File: config.mk
export PLATFORM = sky130hd
export DESIGN_NAME = msr_regs
export DESIGN_NICKNAME = d
export VERILOG_FILES = /design/src/verilog/msr_pkg.sv /design/src/verilog/msr_regs.sv
export SDC_FILE = /design/constraint.sdc
export NUM_CORES = 1
export LEC_CHECK = 0
export BUFFER_PORTS_ARGS = -buffer_cell sky130_fd_sc_hd__buf_4
export CORE_UTILIZATION = 49
export DETAILED_ROUTE_END_ITERATION = 8
export HOLD_SLACK_MARGIN = 0.1
export PLACE_DENSITY = 0.72
export SLEW_MARGIN = 5
export SYNTH_ARGS = -nofsm -noshare
export SYNTH_HDL_FRONTEND = slang
export SYNTH_SLANG_ARGS = --single-unit
File: constraint.sdc
create_clock -name core_clk -period 4.4 [get_ports core_clk]
set_clock_uncertainty 0.2 [all_clocks]
set_input_delay 0.44 -clock core_clk [delete_from_list [all_inputs] [get_ports core_clk]]
set_output_delay 0.44 -clock core_clk [all_outputs]
set_load 0.01 [all_outputs]
File: src/verilog/msr_pkg.sv
// package: register map, field layout and structs for the stats/memory/config register bank
//------------------------------------------------------------------------------
// Overview of operation
// set abort flag, drop frames over 1532 bytes
// abort flag sticks until reset or zero write
// half duplex rejects own transmitted frames
// four separate 4-bit transmit event counters
// interrupt when any counter reaches 15
// reading counter register clears all counters
// counters saturate at 15, never wrap
// each counter advances once per packet
// one collision single; 2..16 collisions multiple
// deferred counter advances once per deferred packet
// memory units are 256 times multiplier one
// free memory readable; reloads on resets
// total memory size constant 18H
// nonzero reservation denies receive at or below
// reservation cleared by reset, kept by manager reset
// bits 11:9 encode multiplier, 001 means one
// no-wait clear stretches every cycle two-three clocks
// port select AUI set, full-step resets low
// low squelch selects 240mV, resets clear
// wide bus forced high while strap low
// link test off: link good, LED lit
// link failed: clear link good, suppress cable data
// ISA irq routed to selected pin, others tristated
// counter layout single, multiple, deferred, excessive
// excessive-deferral counter same as others
//------------------------------------------------------------------------------
package msr_pkg;
	// register offsets
	localparam logic [3:0] OFF_CONFIG   = 4'h0;
	localparam logic [3:0] OFF_BASE     = 4'h2;
	localparam logic [3:0] OFF_COUNTERS = 4'h6;
	localparam logic [3:0] OFF_MEMINFO  = 4'h8;
	localparam logic [3:0] OFF_MEMSETUP = 4'hA;
	// an own-register holding the receive-abort flag in bit 0
	localparam logic [3:0] OFF_RXSTAT   = 4'h4;
	// configuration field positions
	localparam int CFG_PORT_BIT     = 0;
	localparam int CFG_SQUELCH_BIT  = 1;
	localparam int CFG_FULLSTEP_BIT = 2;
	localparam int CFG_NOWAIT_BIT   = 4;
	localparam int CFG_IRQSEL_LSB   = 9;
	localparam int CFG_LINKDIS_BIT  = 14;
	localparam int CFG_WIDE_BIT     = 15;
	// writable mask and fixed reserved pattern of the configuration register
	localparam logic [15:0] CFG_WR_MASK  = 16'hC617;
	localparam logic [15:0] CFG_FIXED    = 16'h3000;
	localparam logic [15:0] CFG_RESET    = 16'h0000;
	localparam logic [15:0] BASE_RESET   = 16'h1867;
	// memory figures
	localparam logic [7:0]  MEM_SIZE     = 8'h18;
	localparam logic [2:0]  MEM_MULT_ONE = 3'b001;
	localparam logic [7:0]  RESERVE_RESET = 8'h00;
	localparam logic [10:0] MAX_FRAME_BYTES = 11'd1532;
	localparam logic [3:0]  CNT_MAX      = 4'hF;
	// wait-state timing: 20 MHz periods turned into core clocks
	localparam int CORE_MHZ       = 125;
	localparam int WAIT_REF_MHZ   = 20;
	localparam int WAIT_PERIODS   = 2;
	localparam int WAIT_CYCLES    = (WAIT_PERIODS * CORE_MHZ + WAIT_REF_MHZ - 1) / WAIT_REF_MHZ;
	localparam logic [4:0] WAIT_CNT = 5'(WAIT_CYCLES);

	// host bus request
	typedef struct packed {
		logic        cycle;
		logic        write;
		logic [3:0]  addr;
		logic [15:0] wdata;
		logic        dataPort;
		logic        dataReady;
	} msr_bus_req_t;

	// per-packet transmit completion status
	typedef struct packed {
		logic       done;
		logic [4:0] collisions;
		logic       deferred;
		logic       excDeferral;
	} msr_tx_status_t;
endpackage

File: src/verilog/msr_regs.sv
// module: register bank for transmit statistics, buffer memory and device configuration
`timescale 1ns/1ps
`default_nettype none
module msr_regs (
	// clock and reset
	input  wire logic                    core_clk,
	input  wire logic                    rst,
	// host register access
	input  wire msr_pkg::msr_bus_req_t   busReq,
	output logic [15:0]                  rdData,
	output logic                         ioChRdy,
	// width strap, low forces wide bus
	input  wire logic                    wideBusStrap_n,
	input  wire logic                    isaMode,
	// receive side
	input  wire logic                    rxFrameEnd,
	input  wire logic [10:0]             rxFrameLen,
	input  wire logic                    rxFrameIsOwnTx,
	input  wire logic                    fullDuplexSelect,
	output logic                         rxAccept,
	output logic                         rxDiscard,
	// transmit completion status
	input  wire msr_pkg::msr_tx_status_t txStatus,
	// memory manager
	input  wire logic                    memoryManagerResetCmd,
	input  wire logic                    memAlloc,
	input  wire logic                    memRelease,
	input  wire logic [7:0]              memPages,
	input  wire logic                    rxAllocReq,
	output logic                         rxAllocGrant,
	// link
	input  wire logic                    linkPulseOk,
	output logic                         linkGood,
	output logic                         linkLed,
	output logic                         linkPulseEnable,
	output logic                         cableTxEnable,
	// port options
	output logic                         portSelect,
	output logic                         fullStepSelect,
	output logic                         lowSquelchSelect,
	output logic                         wideBusSelect,
	// interrupt pins, output and enable each
	input  wire logic                    statIrqOther,
	output logic [3:0]                   irqOut,
	output logic [3:0]                   irqOutEn
);
	//--------------------------------------------------------------------------
	// decode
	//--------------------------------------------------------------------------
	// equality match of a request address against an offset
	function automatic logic hit(input logic [3:0] a, input logic [3:0] off);
		return a == off;
	endfunction

	logic        cfgWr;       // write to configuration
	logic        baseWr;      // write to base address
	logic        setupWr;     // write to reservation byte
	logic        statWr;      // write to abort status
	logic        cntRd;       // read of counter register
	logic        cycStart_q;  // previous cycle strobe for edge
	logic        cycStart;    // first edge of a host cycle
	// a cycle may be stretched, so act once per cycle, not once per edge
	assign cycStart = busReq.cycle & ~cycStart_q;
	assign cfgWr   = busReq.cycle & busReq.write & hit(busReq.addr, msr_pkg::OFF_CONFIG);
	assign baseWr  = busReq.cycle & busReq.write & hit(busReq.addr, msr_pkg::OFF_BASE);
	assign setupWr = busReq.cycle & busReq.write & hit(busReq.addr, msr_pkg::OFF_MEMSETUP);
	assign statWr  = busReq.cycle & busReq.write & hit(busReq.addr, msr_pkg::OFF_RXSTAT);
	// clear once per read, so events during wait states are still counted
	assign cntRd   = cycStart & ~busReq.write & hit(busReq.addr, msr_pkg::OFF_COUNTERS);

	//--------------------------------------------------------------------------
	// configuration and base registers
	//--------------------------------------------------------------------------
	logic [15:0] cfg_q;       // stored writable bits
	logic [15:0] cfg_d;
	logic [15:0] base_q;      // base address, stored only
	logic [15:0] cfgView;     // value as read back
	assign cfg_d = cfgWr ? (busReq.wdata & msr_pkg::CFG_WR_MASK) : cfg_q;
	// strap low overrides the stored width bit
	assign cfgView = cfg_q | msr_pkg::CFG_FIXED
		| {~wideBusStrap_n, 15'h0000};

	// all fields reset to defaults: port, squelch, full-step low
	always_ff @(posedge core_clk) begin
		if (rst) begin
			cfg_q  <= msr_pkg::CFG_RESET; // see R18 see R19
			base_q <= msr_pkg::BASE_RESET;
		end else begin
			cfg_q <= cfg_d;
			if (baseWr) begin
				base_q <= busReq.wdata;
			end
		end
	end

	//--------------------------------------------------------------------------
	// receive abort and own-frame filter
	//--------------------------------------------------------------------------
	logic rxAbort_q;          // sticky oversize flag
	logic tooLong;            // current frame exceeds limit
	logic ownReject;          // half duplex echo of own frame
	assign tooLong   = rxFrameEnd & (rxFrameLen > msr_pkg::MAX_FRAME_BYTES);
	assign ownReject = rxFrameIsOwnTx & ~fullDuplexSelect;

	// set wins over a host clear in the same cycle
	always_ff @(posedge core_clk) begin
		if (rst) begin
			rxAbort_q <= 1'b0;
			rxAccept  <= 1'b0;
			rxDiscard <= 1'b0;
		end else begin
			if (tooLong) begin
				rxAbort_q <= 1'b1;
			end else if (statWr && !busReq.wdata[0]) begin
				rxAbort_q <= 1'b0;
			end
			rxAccept  <= rxFrameEnd & ~tooLong & ~ownReject;
			rxDiscard <= rxFrameEnd & (tooLong | ownReject); // see R1
		end
	end

	//--------------------------------------------------------------------------
	// statistics counters
	//--------------------------------------------------------------------------
	logic [3:0] cnt_q [4];    // single, multiple, deferred, excessive
	logic [3:0] evt;          // one event bit per counter, once per packet
	logic       statIrq_q;    // any counter at the top, or the other status interrupt
	assign evt[0] = txStatus.done & (txStatus.collisions == 5'd1);
	assign evt[1] = txStatus.done & (txStatus.collisions >= 5'd2)
		& (txStatus.collisions <= 5'd16);
	assign evt[2] = txStatus.done & txStatus.deferred;
	assign evt[3] = txStatus.done & txStatus.excDeferral;

	// status arrives once per packet, so a counter moves once at most
	generate
		for (genvar i = 0; i < 4; i++) begin : g_cnt
			always_ff @(posedge core_clk) begin
				if (rst || cntRd) begin
					cnt_q[i] <= 4'h0;
				end else if (evt[i] && cnt_q[i] != msr_pkg::CNT_MAX) begin
					cnt_q[i] <= cnt_q[i] + 4'h1; // see R4 see R7
				end
			end
		end
	endgenerate

	// counter view packed low to high
	logic [15:0] cntView;
	assign cntView = {cnt_q[3], cnt_q[2], cnt_q[1], cnt_q[0]};

	//--------------------------------------------------------------------------
	// buffer memory accounting
	//--------------------------------------------------------------------------
	logic [7:0] free_q;       // free pages of 256 bytes
	logic [7:0] reserve_q;    // pages held back for transmit
	logic       denyRx;
	// an event is lost against a read clear in the same cycle: accepted loss
	assign denyRx = (reserve_q != 8'h00) & (free_q <= reserve_q);

	always_ff @(posedge core_clk) begin
		if (rst || memoryManagerResetCmd) begin
			free_q <= msr_pkg::MEM_SIZE;
		end else if (memAlloc && !memRelease) begin
			free_q <= (free_q > memPages) ? free_q - memPages : 8'h00;
		end else if (memRelease && !memAlloc) begin
			free_q <= free_q + memPages;
		end
	end

	// manager reset leaves the reservation alone
	always_ff @(posedge core_clk) begin
		if (rst) begin
			reserve_q    <= msr_pkg::RESERVE_RESET;
			rxAllocGrant <= 1'b0;
		end else begin
			if (setupWr) begin
				reserve_q <= busReq.wdata[7:0];
			end
			rxAllocGrant <= rxAllocReq & ~denyRx;
		end
	end

	//--------------------------------------------------------------------------
	// read mux
	//--------------------------------------------------------------------------
	logic [15:0] rdMux;
	always_comb begin
		rdMux = 16'h0000;
		case (busReq.addr)
			msr_pkg::OFF_CONFIG:   rdMux = cfgView;
			msr_pkg::OFF_BASE:     rdMux = base_q;
			msr_pkg::OFF_RXSTAT:   rdMux = {15'h0000, rxAbort_q};
			msr_pkg::OFF_COUNTERS: rdMux = cntView;
			msr_pkg::OFF_MEMINFO:  rdMux = {msr_pkg::MEM_SIZE, free_q};        // see R11
			msr_pkg::OFF_MEMSETUP: rdMux = {4'h0, msr_pkg::MEM_MULT_ONE, 1'b0, reserve_q};
			default:               rdMux = 16'h0000;
		endcase
	end

	always_ff @(posedge core_clk) begin
		if (rst) begin
			rdData <= 16'h0000;
		end else if (cycStart && !busReq.write) begin
			// captured once, stands until ready so the host takes it then
			rdData <= rdMux;
		end
	end

	//--------------------------------------------------------------------------
	// wait-state generator
	//--------------------------------------------------------------------------
	logic [4:0] wait_q;       // remaining not-ready cycles
	logic       slowBus;      // no-wait clear: stretch every cycle
	logic       dataHold;     // data access before the data path is ready
	assign slowBus  = ~cfg_q[msr_pkg::CFG_NOWAIT_BIT];
	assign dataHold = busReq.cycle & busReq.dataPort & ~busReq.dataReady;

	always_ff @(posedge core_clk) begin
		if (rst) begin
			wait_q     <= 5'd0;
			cycStart_q <= 1'b0;
			ioChRdy    <= 1'b1;
		end else begin
			cycStart_q <= busReq.cycle;
			if (cycStart && slowBus) begin
				wait_q  <= msr_pkg::WAIT_CNT;
				ioChRdy <= 1'b0;
			end else if (wait_q > 5'd1) begin
				wait_q <= wait_q - 5'd1;
			end else if (dataHold) begin
				// data path not ready: hold off until it is
				wait_q  <= 5'd0;
				ioChRdy <= 1'b0;
			end else begin
				wait_q  <= 5'd0;
				ioChRdy <= 1'b1;
			end
		end
	end

	//--------------------------------------------------------------------------
	// link, port and interrupt outputs
	//--------------------------------------------------------------------------
	logic linkDis;
	logic irqAny;
	logic [1:0] irqSel;
	assign linkDis = cfg_q[msr_pkg::CFG_LINKDIS_BIT];
	assign irqAny  = statIrqOther
		| (cnt_q[0] == msr_pkg::CNT_MAX) | (cnt_q[1] == msr_pkg::CNT_MAX)
		| (cnt_q[2] == msr_pkg::CNT_MAX) | (cnt_q[3] == msr_pkg::CNT_MAX);
	assign irqSel  = cfg_q[msr_pkg::CFG_IRQSEL_LSB +: 2];

	// registered so every output comes from a flip-flop
	always_ff @(posedge core_clk) begin
		if (rst) begin
			linkGood         <= 1'b1;
			linkLed          <= 1'b1;
			linkPulseEnable  <= 1'b0;
			cableTxEnable    <= 1'b0;
			portSelect       <= 1'b0;
			fullStepSelect   <= 1'b0;
			lowSquelchSelect <= 1'b0;
			wideBusSelect    <= 1'b0;
			irqOut           <= 4'h0;
			irqOutEn         <= 4'h0;
			statIrq_q        <= 1'b0;
		end else begin
			linkGood         <= linkDis | linkPulseOk;   // see R21
			linkLed          <= linkDis | linkPulseOk;
			linkPulseEnable  <= ~linkDis;
			cableTxEnable    <= linkDis | linkPulseOk;
			portSelect       <= cfg_q[msr_pkg::CFG_PORT_BIT];
			fullStepSelect   <= cfg_q[msr_pkg::CFG_FULLSTEP_BIT]
				& cfg_q[msr_pkg::CFG_PORT_BIT];
			lowSquelchSelect <= cfg_q[msr_pkg::CFG_SQUELCH_BIT];
			wideBusSelect    <= cfgView[msr_pkg::CFG_WIDE_BIT];
			statIrq_q        <= irqAny;
			irqOut           <= {4{irqAny}} & (4'h1 << irqSel);
			irqOutEn         <= isaMode ? (4'h1 << irqSel) : 4'h0;
		end
	end
endmodule
`default_nettype wire

==> reports/metrics.yaml, run 1 <==
cp.required_ps: 4470
r2r-end: "free_q[3]$_SDFFE_PP1P_"
vdd_drop_max_mv: 0.165
final_nets: 789
worstSetupStartpoint: "free_q[0]$_SDFFE_PP0P_"
post-cts-setup-buffers: 0
antenna_left: 0
ys_seq_elements: 98
grt_max_degree: 73
setup_violations: 0
outcome: "finished clean"
post_drt_wl_per_cell_um: 15.6
final_area_um2: 6170
endpoint: "free_q[3]$_SDFFE_PP1P_"
mostFrequentLayoutCell: "buf_4"
boundaryPins: 100
synth.distinct_cells: 67
drv_cap: 0
yosysTopAreaCell: "dfxtp_1"
place.gp.congestion: 0.872
syn_area_um2: 5190
clock.fmax_mhz: 367
cts_buffers: 9
first_iter_violations: 362
arrival_ps: 2790
period_minus_slack_ps: 2720
dieArea_um2: 11000
ys_top_cells_by_area: "dfxtp_1 (32%), edfxtp_1 (9.3%), ha_1 (7.2%)"
grt_overflow: 0
die_y_um: 105
cp_max_fo: 11
finalCritPeriodShare_pct: 61.9
layout-drive-gt1-share_pct: 18.5
cellLeakagePower_nw: 2.55
cts-root-buf: "clkbuf_8"
holdWs_ps: 115
sw_frac_of_total_pct: 28.4
path_class: "reg2reg"
synth_seq_area_share_pct: 40.9
most-common-layout-cells: "buf_4 (100), dfxtp_1 (82), nor2_1 (77), nand2_1 (72), a21oi_1 (57)"
n_antenna_cell: 0
combinationalPowerShare_pct: 17.0
power.density_nw_per_um2: 302
fp-row-count: 37
place_area_um2: 5920
yosysTopAreaCellShare_pct: 31.6
tns_ps: 0
cts_tree: "done"
hold_violations: 0
r2r_cells: 10
start_kind: "flip-flop"
grt_pass1_vias: 4438
r2r_start: "free_q[0]$_SDFFE_PP0P_"
crit_path_end_kind: "flip-flop"
synth-main-ff-cell: "dfxtp_1"
seq_power_share_pct: 52.1
syn_inst: 609
synth_edf_count: 16
dpl.hpwl_mm: 9.65
placeableCoreArea_um2: 10300
syn2layout_area_growth_pct: 18.9
worst_pin_slew_ps: 899
clockPowerShare_pct: 30.9
syn_area_per_cell_um2: 8.53
clk_path_buf_depth: 2
drc_errors: 0
relSlewSlack_pct: 39.5
routed_wl_mm: 13.0
path_clk_slew_ps: 100
drtPass1Iterations: 5
gr-usage-all-layers_pct: 24.1
syn_nets: 705
rsz0062_at_grt: "false"
vias: 4642
grt_first_pass_wirelength_mm: 21.2
intPower_mw: 1.33
hp-class: "in2reg"
start_util_pct: 50.5
clkLatencyLatePin_ps: 360
ys_warn_count: 0
drv_slew: 0
viasPerCell: 5.57
portBuffers: 99
cts.htree.levels: 3
die_x_um: 105
r2r_setup_slack_ps: 1680
antenna_found_initial: 0
async_flop_share_pct: 0
cts_sinks: 98
finalPower_mw: 1.86
power.switching_mw: 0.529
## metal layers
| metal | routed length (um) | share of wire (%) | track usage [%] |
|---|---|---|---|
| met5 | 0 | 0 | 0 |
| met1 | 5910 | 45 | 32.2 |
| met4 | 134 | 1.0 | 7.04 |
| met2 | 6170 | 47 | 39.5 |
| met3 | 820 | 6.3 | 4.80 |
## cell families (layout without fill, tap and decap cells)
group	count (synthesis)	after routing	synth area share [%]
muxes	11	11	2.19
adders and majority gates	32	32	8.00
and+or+nand+nor	252	252	23.4
DFF	98	98	40.9
buffers and inverters	72	161	6.60
xor gates and xnor gates	11	11	1.85
AOI/OAI and AO/OA	133	133	17.1
## cell usage after synthesis, types with 4 or more instances
library cell	number
nand2b_1	8
a2bb2oi_1	4
nor3_1	15
nor3b_1	4
xor2_1	6
a21o_1	6
nor4_1	6
dfxtp_1	82
inv_1	39
and3_1	5
a221oi_1	6
buf_4	5
buf_2	7
a22oi_1	6
buf_6	6
xnor2_1	5
nor2b_1	7
nand3_1	24
nand4_1	5
a21oi_1	57
clkbuf_1	15
o21ai_0	10
nor2_1	77
edfxtp_1	16
nand3b_1	10
a222oi_1	7
ha_1	30
nand2_1	72
mux2i_1	8
## stage by stage
| step | setup WS, ps | util (%) | cells |
|---|---|---|---|
| 2_1_floorplan | 2060 | - | 609 |
| 5_1_grt | 1490 | 60.1 | 834 |
| 6_report | 1680 | 60.1 | 834 |
| 3_3_place_gp | 1700 | 57.6 | 812 |
| 4_1_cts | 1690 | 60.1 | 834 |
| 3_5_place_dp | 1610 | 57.6 | 812 |
## worst min-delay path by stage
stage                           start                 endpoint  slack (ps)  depth (start not counted)
6_report                   busReq[15]  base_q[13]$_SDFFE_PP0P_         120                          3
5_1_grt                    busReq[10]   base_q[8]$_SDFFE_PP0P_         100                          3
4_1_cts                    busReq[10]   base_q[8]$_SDFFE_PP0P_         100                          3
3_5_place_dp   base_q[3]$_SDFFE_PP0P_   base_q[3]$_SDFFE_PP0P_         250                          2
3_3_place_gp   base_q[4]$_SDFFE_PP0P_   base_q[4]$_SDFFE_PP0P_         240                          2
2_1_floorplan  cfg_q[15]$_SDFFE_PP0P_   cfg_q[15]$_SDFFE_PP0P_         230                          2
## flip-flops by register name, indices dropped and copies added (netlist names), 4 cells and up
register   cells
base_q        16
cnt_q         16
rdData        16
cfg_q          8
free_q         8
reserve_q      8
wait_q         5
irqOutEn       4
irqOut         4
## power groups by stage
stage                     clock [mW]  sequential (mW)  combinational, mW
after floorplan                    0            0.985              0.208
after global placement             0            0.989              0.300
after detailed placement           0            0.991              0.310
after CTS                      0.589            0.970              0.316
after global routing           0.621            0.975              0.352
final                          0.576            0.970              0.318
## layout make-up
type                       count  area [um^2]
multi-input combinational    439         2730
inverter                      39          146
clock buffer                  11          153
timing repair buffer         106          811
tap                          136          170
sequential                    98         2120
clock inverter                 5         42.5
fill                         952         4100
## critical path, cell delays in order (launching register included)
cell,delay [ps]
dfxtp_1,360
inv_1,100
ha_1,180
inv_1,70
fa_1,430
nand3_1,140
a21oi_2,80
o221ai_2,410
a21oi_1,100
o311a_1,340
a211o_1,220
## timing repair
item / in CTS / in global routing
hold buffers: 6 / 0
gates resized for setup: 0 / 0
hold endpoints to repair: 7 / 0
No activity file was read; power rests on OpenSTA's default activity.
==> inputs of run 2 (changes only) <==
- clock period: 4.4 -> 2.8 ns (I/O delays scaled with it)
==> reports/metrics.yaml, run 2 (synthesis results as in run 1) <==
boundaryPins: 100
cpMaxStageDelayCell: "fa_1"
layout-drive-gt1-share_pct: 18.6
hold_violations: 0
dieArea_um2: 11000
cp_max_fo: 5
dpl.hpwl_mm: 9.97
post-cts-setup-buffers: 0
antenna_left: 0
cts_buffers: 9
syn2layout_area_growth_pct: 24.4
setup_ws_ps: 252
most-common-layout-cells: "buf_4 (105), dfxtp_1 (82), nor2_1 (77), nand2_1 (72), a21oi_1 (57)"
die_x_um: 105
drv_cap: 0
power.density_nw_per_um2: 465
sw_frac_of_total_pct: 28.6
vdd_drop_max_mv: 0.291
intPower_mw: 2.15
path_clk_slew_ps: 100
hp-start: "busReq[22]"
die_y_um: 105
holdPathEnd: "rxAbort_q$_SDFFE_PP0P_"
antenna_found_initial: 0
cellLeakagePower_nw: 2.69
drt-met1-wl_mm: 6.28
worst_pin_slew_ps: 862
dr_wl_met3_um: 722
clkLatencyLatePin_ps: 380
placeableCoreArea_um2: 10300
hp-class: "in2reg"
power.switching_mw: 0.859
place_ws_ps: 259
largestRegisters: "base_q: 16 flops, cnt_q: 16 flops, rdData: 16 flops"
gr-usage-all-layers_pct: 25.5
cp.required_ps: 2870
first_iter_violations: 329
grt_first_pass_wirelength_mm: 22.3
relSlewSlack_pct: 42.0
cp_top_family: "compound AO/OA/AOI/OAI gates"
post_drt_wl_per_cell_um: 15.9
period_minus_slack_ps: 2550
r2r_start: "free_q[0]$_SDFFE_PP0P_"
grt_max_degree: 73
clockPowerShare_pct: 31.5
r2r_cells: 10
outcome: "finished clean"
clk_path_buf_depth: 2
n_antenna_cell: 0
drtPass1Iterations: 5
fp-row-count: 37
tns_ps: 0
r2r-end: "free_q[3]$_SDFFE_PP1P_"
drv_slew: 0
worst-path-buf-inv: 2
combinationalPowerShare_pct: 17.7
dr.max_layer_used: "met4"
final_nets: 818
mostFrequentLayoutCell: "buf_4"
path_class: "reg2reg"
finalCritPeriodShare_pct: 91.0
setup_violations: 0
viasPerCell: 5.54
place.gp.congestion: 0.869
start_util_pct: 50.5
r2r_setup_slack_ps: 250
clock.fmax_mhz: 392
arrival_ps: 2620
cts.htree.levels: 3
cp_cell_sequence: "inv_1 > ha_1 > inv_1 > fa_1 > nand3_1 > a21oi_2 > o221ai_2 > a21oi_1 > o311a_1 > a211o_1"
wl_met2_mm: 6.52
rsz0062_at_grt: "false"
grt_overflow: 0
drc_errors: 0
cts_sinks: 98
routed_wl_mm: 13.8
vias: 4783
crit_path_end_kind: "flip-flop"
holdPathStages: 4
seq_power_share_pct: 50.8
cts_tree: "done"
crit_top_cell: "inv_1"
cts-root-buf: "clkbuf_8"
portBuffers: 99
start_kind: "flip-flop"
grt_pass1_vias: 4617
cpPeakStageDelay_ps: 430
==> run 2: cell count changes in the layout (fill, tap and decap cells not counted) <==
cell | before | now
dlygate4sd3_1 | 6 | 30
clkinvlp_4 | 1 | 0
inv_6 | 1 | 0
clkbuf_1 | 1 | 0
inv_8 | 1 | 2
clkbuf_8 | 9 | 10
clkinv_2 | 0 | 1
buf_4 | 100 | 105
==> run 2: worst max path at each step <==
stage,from,end,slack (ps),cells after the start
final,free_q[0]$_SDFFE_PP0P_,free_q[3]$_SDFFE_PP1P_,250,10
after global routing,wait_q[0]$_SDFF_PP0_,ioChRdy$_SDFFE_PP1P_,40,7
after CTS,free_q[0]$_SDFFE_PP0P_,free_q[3]$_SDFFE_PP1P_,260,10
after detailed placement,free_q[0]$_SDFFE_PP0P_,free_q[3]$_SDFFE_PP1P_,260,10
after global placement,free_q[0]$_SDFFE_PP0P_,free_q[3]$_SDFFE_PP1P_,370,10
after floorplan,free_q[0]$_SDFFE_PP0P_,free_q[3]$_SDFFE_PP1P_,520,11
==> run 2: cell type report <==
cell class | instances | area, um^2
clock buffers | 11 | 163
flip-flops and latches | 98 | 2120
fillers | 902 | 3820
clock inverters | 5 | 42.5
repair buffers | 135 | 1090
inverters | 39 | 146
well taps | 136 | 170
multi-input cells | 439 | 2730
==> run 2: worst min-delay path, delay by kind of cell <==
| family | cells | cell delay, ps |
|---|---|---|
| buffers and inverters | 1 | 140 |
| AND/OR/NAND/NOR | 1 | 80 |
| AO/OA/AOI/OAI | 2 | 170 |
==> run 2: metal layers <==
metal,track usage (%),vias up
li1,-,2358
met3,3.93,21
met4,8.35,0
met2,43.5,164
met5,0,-
met1,33.0,2240
==> run 2: through the flow <==
step                      hold slack, ps  area, um^2  utilization, %  instances  total power [mW]
final                                136        6460            62.9        863              3.01
after global routing                 166        6460            62.9        863              3.13
after CTS                            127        6460            62.9        863              3.01
after detailed placement             247        5960            57.9        817              2.05
after global placement               241        5960            57.9        817              2.04
after floorplan                      179        5190               -        609              1.87
==> run 2: repair_timing <==
action / 4_1_cts / 5_1_grt
hold buffers: 30 / 0
resized for setup: 0 / 0
hold endpoints to repair: 55 / 0
setup endpoints to repair: 0 / 0
==> run 2: power by group through the flow <==
stage | clock (mW) | combinational [mW] | sequential [mW]
after floorplan | 0 | 0.327 | 1.55
after global placement | 0 | 0.482 | 1.55
after detailed placement | 0 | 0.490 | 1.56
after CTS | 0.961 | 0.528 | 1.53
after global routing | 1.01 | 0.586 | 1.53
final | 0.948 | 0.531 | 1.53
==> inputs of run 3 (changes only) <==
- CORE_UTILIZATION: 49 -> 45
- CTS_BUF_LIST: unset -> sky130_fd_sc_hd__clkbuf_4 sky130_fd_sc_hd__clkbuf_8
- PLACE_DENSITY: 0.72 -> 0.67
- clock period: 2.8 -> 2.75 ns (I/O delays scaled with it)
==> reports/metrics.yaml, run 3 (synthesis results as in run 1) <==
outcome: "finished clean"
placeableCoreArea_um2: 11000
drtPass1Iterations: 6
mostFrequentLayoutCell: "buf_4"
cpMaxStageDelayCell: "fa_1"
drv_slew: 0
fp-row-count: 38
rsz0062_at_grt: "false"
finalCritPeriodShare_pct: 91.2
cts_sinks: 98
worst_pin_slew_ps: 731
clock.fmax_mhz: 399
drc_errors: 0
cts_resized: 0
cp_top_family: "compound AO/OA/AOI/OAI gates"
clk_path_buf_depth: 2
cts-root-buf: "clkbuf_8"
arrival_ps: 2590
power.density_nw_per_um2: 467
post_drt_wl_per_cell_um: 16.5
hold_violations: 0
hp-class: "in2reg"
worst-path-buf-inv: 2
antenna_left: 0
portBuffers: 99
first_iter_violations: 332
setup_violations: 0
cts_tree: "done"
drv_cap: 0
crit_top_cell: "inv_1"
cp_cell_sequence: "inv_1 > ha_1 > inv_1 > fa_1 > nand3_1 > a21oi_2 > o221ai_2 > a21oi_1 > o311a_1 > a211o_1"
boundaryPins: 100
grt_pass1_vias: 4741
cp.required_ps: 2830
grt_first_pass_wirelength_mm: 23.1
grt_max_degree: 73
dpl.hpwl_mm: 10.8
tns_ps: 0
cpPeakStageDelay_ps: 410
clkLatencyLatePin_ps: 380
grt_overflow: 0
routed_wl_mm: 14.5
vdd_drop_max_mv: 0.316
vias: 4926
place.gp.congestion: 0.859
viasPerCell: 5.61
path_class: "reg2reg"
layout-drive-gt1-share_pct: 19.8
antenna_found_initial: 0
cp_max_fo: 5
path_clk_slew_ps: 100
start_util_pct: 47.1
finish.utilization_pct: 59.3
fillers: 1010
cellLeakagePower_nw: 2.73
relSlewSlack_pct: 51.3
syn2layout_area_growth_pct: 25.9
cts_buffers: 9
dieArea_um2: 12000
most-common-layout-cells: "buf_4 (116), dfxtp_1 (82), nor2_1 (77), nand2_1 (72), a21oi_1 (57)"
gr-usage-all-layers_pct: 25.3
n_antenna_cell: 0
period_minus_slack_ps: 2510
die_x_um: 109
final_nets: 829
die_y_um: 109
cts.htree.levels: 3
crit_path_end_kind: "flip-flop"
largestRegisters: "base_q: 16 flops, cnt_q: 16 flops, rdData: 16 flops"
start_kind: "flip-flop"
run 3: cell count changes in the layout (fill, tap and decap cells not counted):
| cell | before | now |
|---|---|---|
| clkinv_2 | 1 | 0 |
| clkinv_4 | 1 | 2 |
| clkinv_8 | 0 | 1 |
| inv_6 | 0 | 1 |
| inv_8 | 2 | 1 |
| buf_4 | 105 | 116 |
| clkbuf_16 | 1 | 0 |
run 3: report_power, final:
part | internal [mW] | leakage [nW] | total (mW) | switching, mW
clock | 0.375 | 0.102 | 0.940 | 0.565
sequential | 1.51 | 0.836 | 1.55 | 0.0456
combinational | 0.271 | 1.79 | 0.566 | 0.295
run 3: final timing paths:
path                               start                     end  slack, ps  cells past startpoint
hold / removal            rxFrameLen[10]  rxAbort_q$_SDFFE_PP0P_        130                      4
setup / recovery  free_q[0]$_SDFFE_PP0P_  free_q[3]$_SDFFE_PP1P_        240                     10
hold reg to reg   cfg_q[15]$_SDFFE_PP0P_  cfg_q[15]$_SDFFE_PP0P_        260                      2
setup reg to reg  free_q[0]$_SDFFE_PP0P_  free_q[3]$_SDFFE_PP1P_        240                     10
run 3: area by class of cell:
type                       instances  area, um^2  area share [%]
clock buffer                      10         138            2.10
clock inverter                     6        60.1           0.918
inverter                          39         146            2.24
multi-input combinational        439        2730            41.7
sequential                        98        2120            32.4
tap                              140         175            2.68
timing repair buffer             146        1170            17.9
run 3: repair_timing:
item,CTS,global route
hold buffers,30,0
hold endpoints to repair,57,0
buffers inserted,0,0
run 3: routing by layer:
metal,wire length [um],global-route usage [%]
met4,271,8.67
met2,7060,44.3
met5,0,0
met1,6200,31.5
met3,981,4.21
run 3: tightest hold or removal path, stage by stage:
cell     delay [ps]
buf_4           110
o21a_1          100
nand2_1         100
a21oi_1          80
run 3: metrics by stage:
| step | power [mW] | instances | hold WS, ps | worst slack [ps] | cell area [um^2] |
|---|---|---|---|---|---|
| 2_1_floorplan | 1.91 | 609 | 174 | 465 | 5190 |
| 3_3_place_gp | 2.10 | 832 | 241 | 304 | 6040 |
| 3_5_place_dp | 2.11 | 832 | 245 | 240 | 6040 |
| 4_1_cts | 3.08 | 878 | 121 | 236 | 6540 |
| 5_1_grt | 3.20 | 878 | 163 | 69.8 | 6540 |
| 6_report | 3.06 | 878 | 127 | 242 | 6540 |
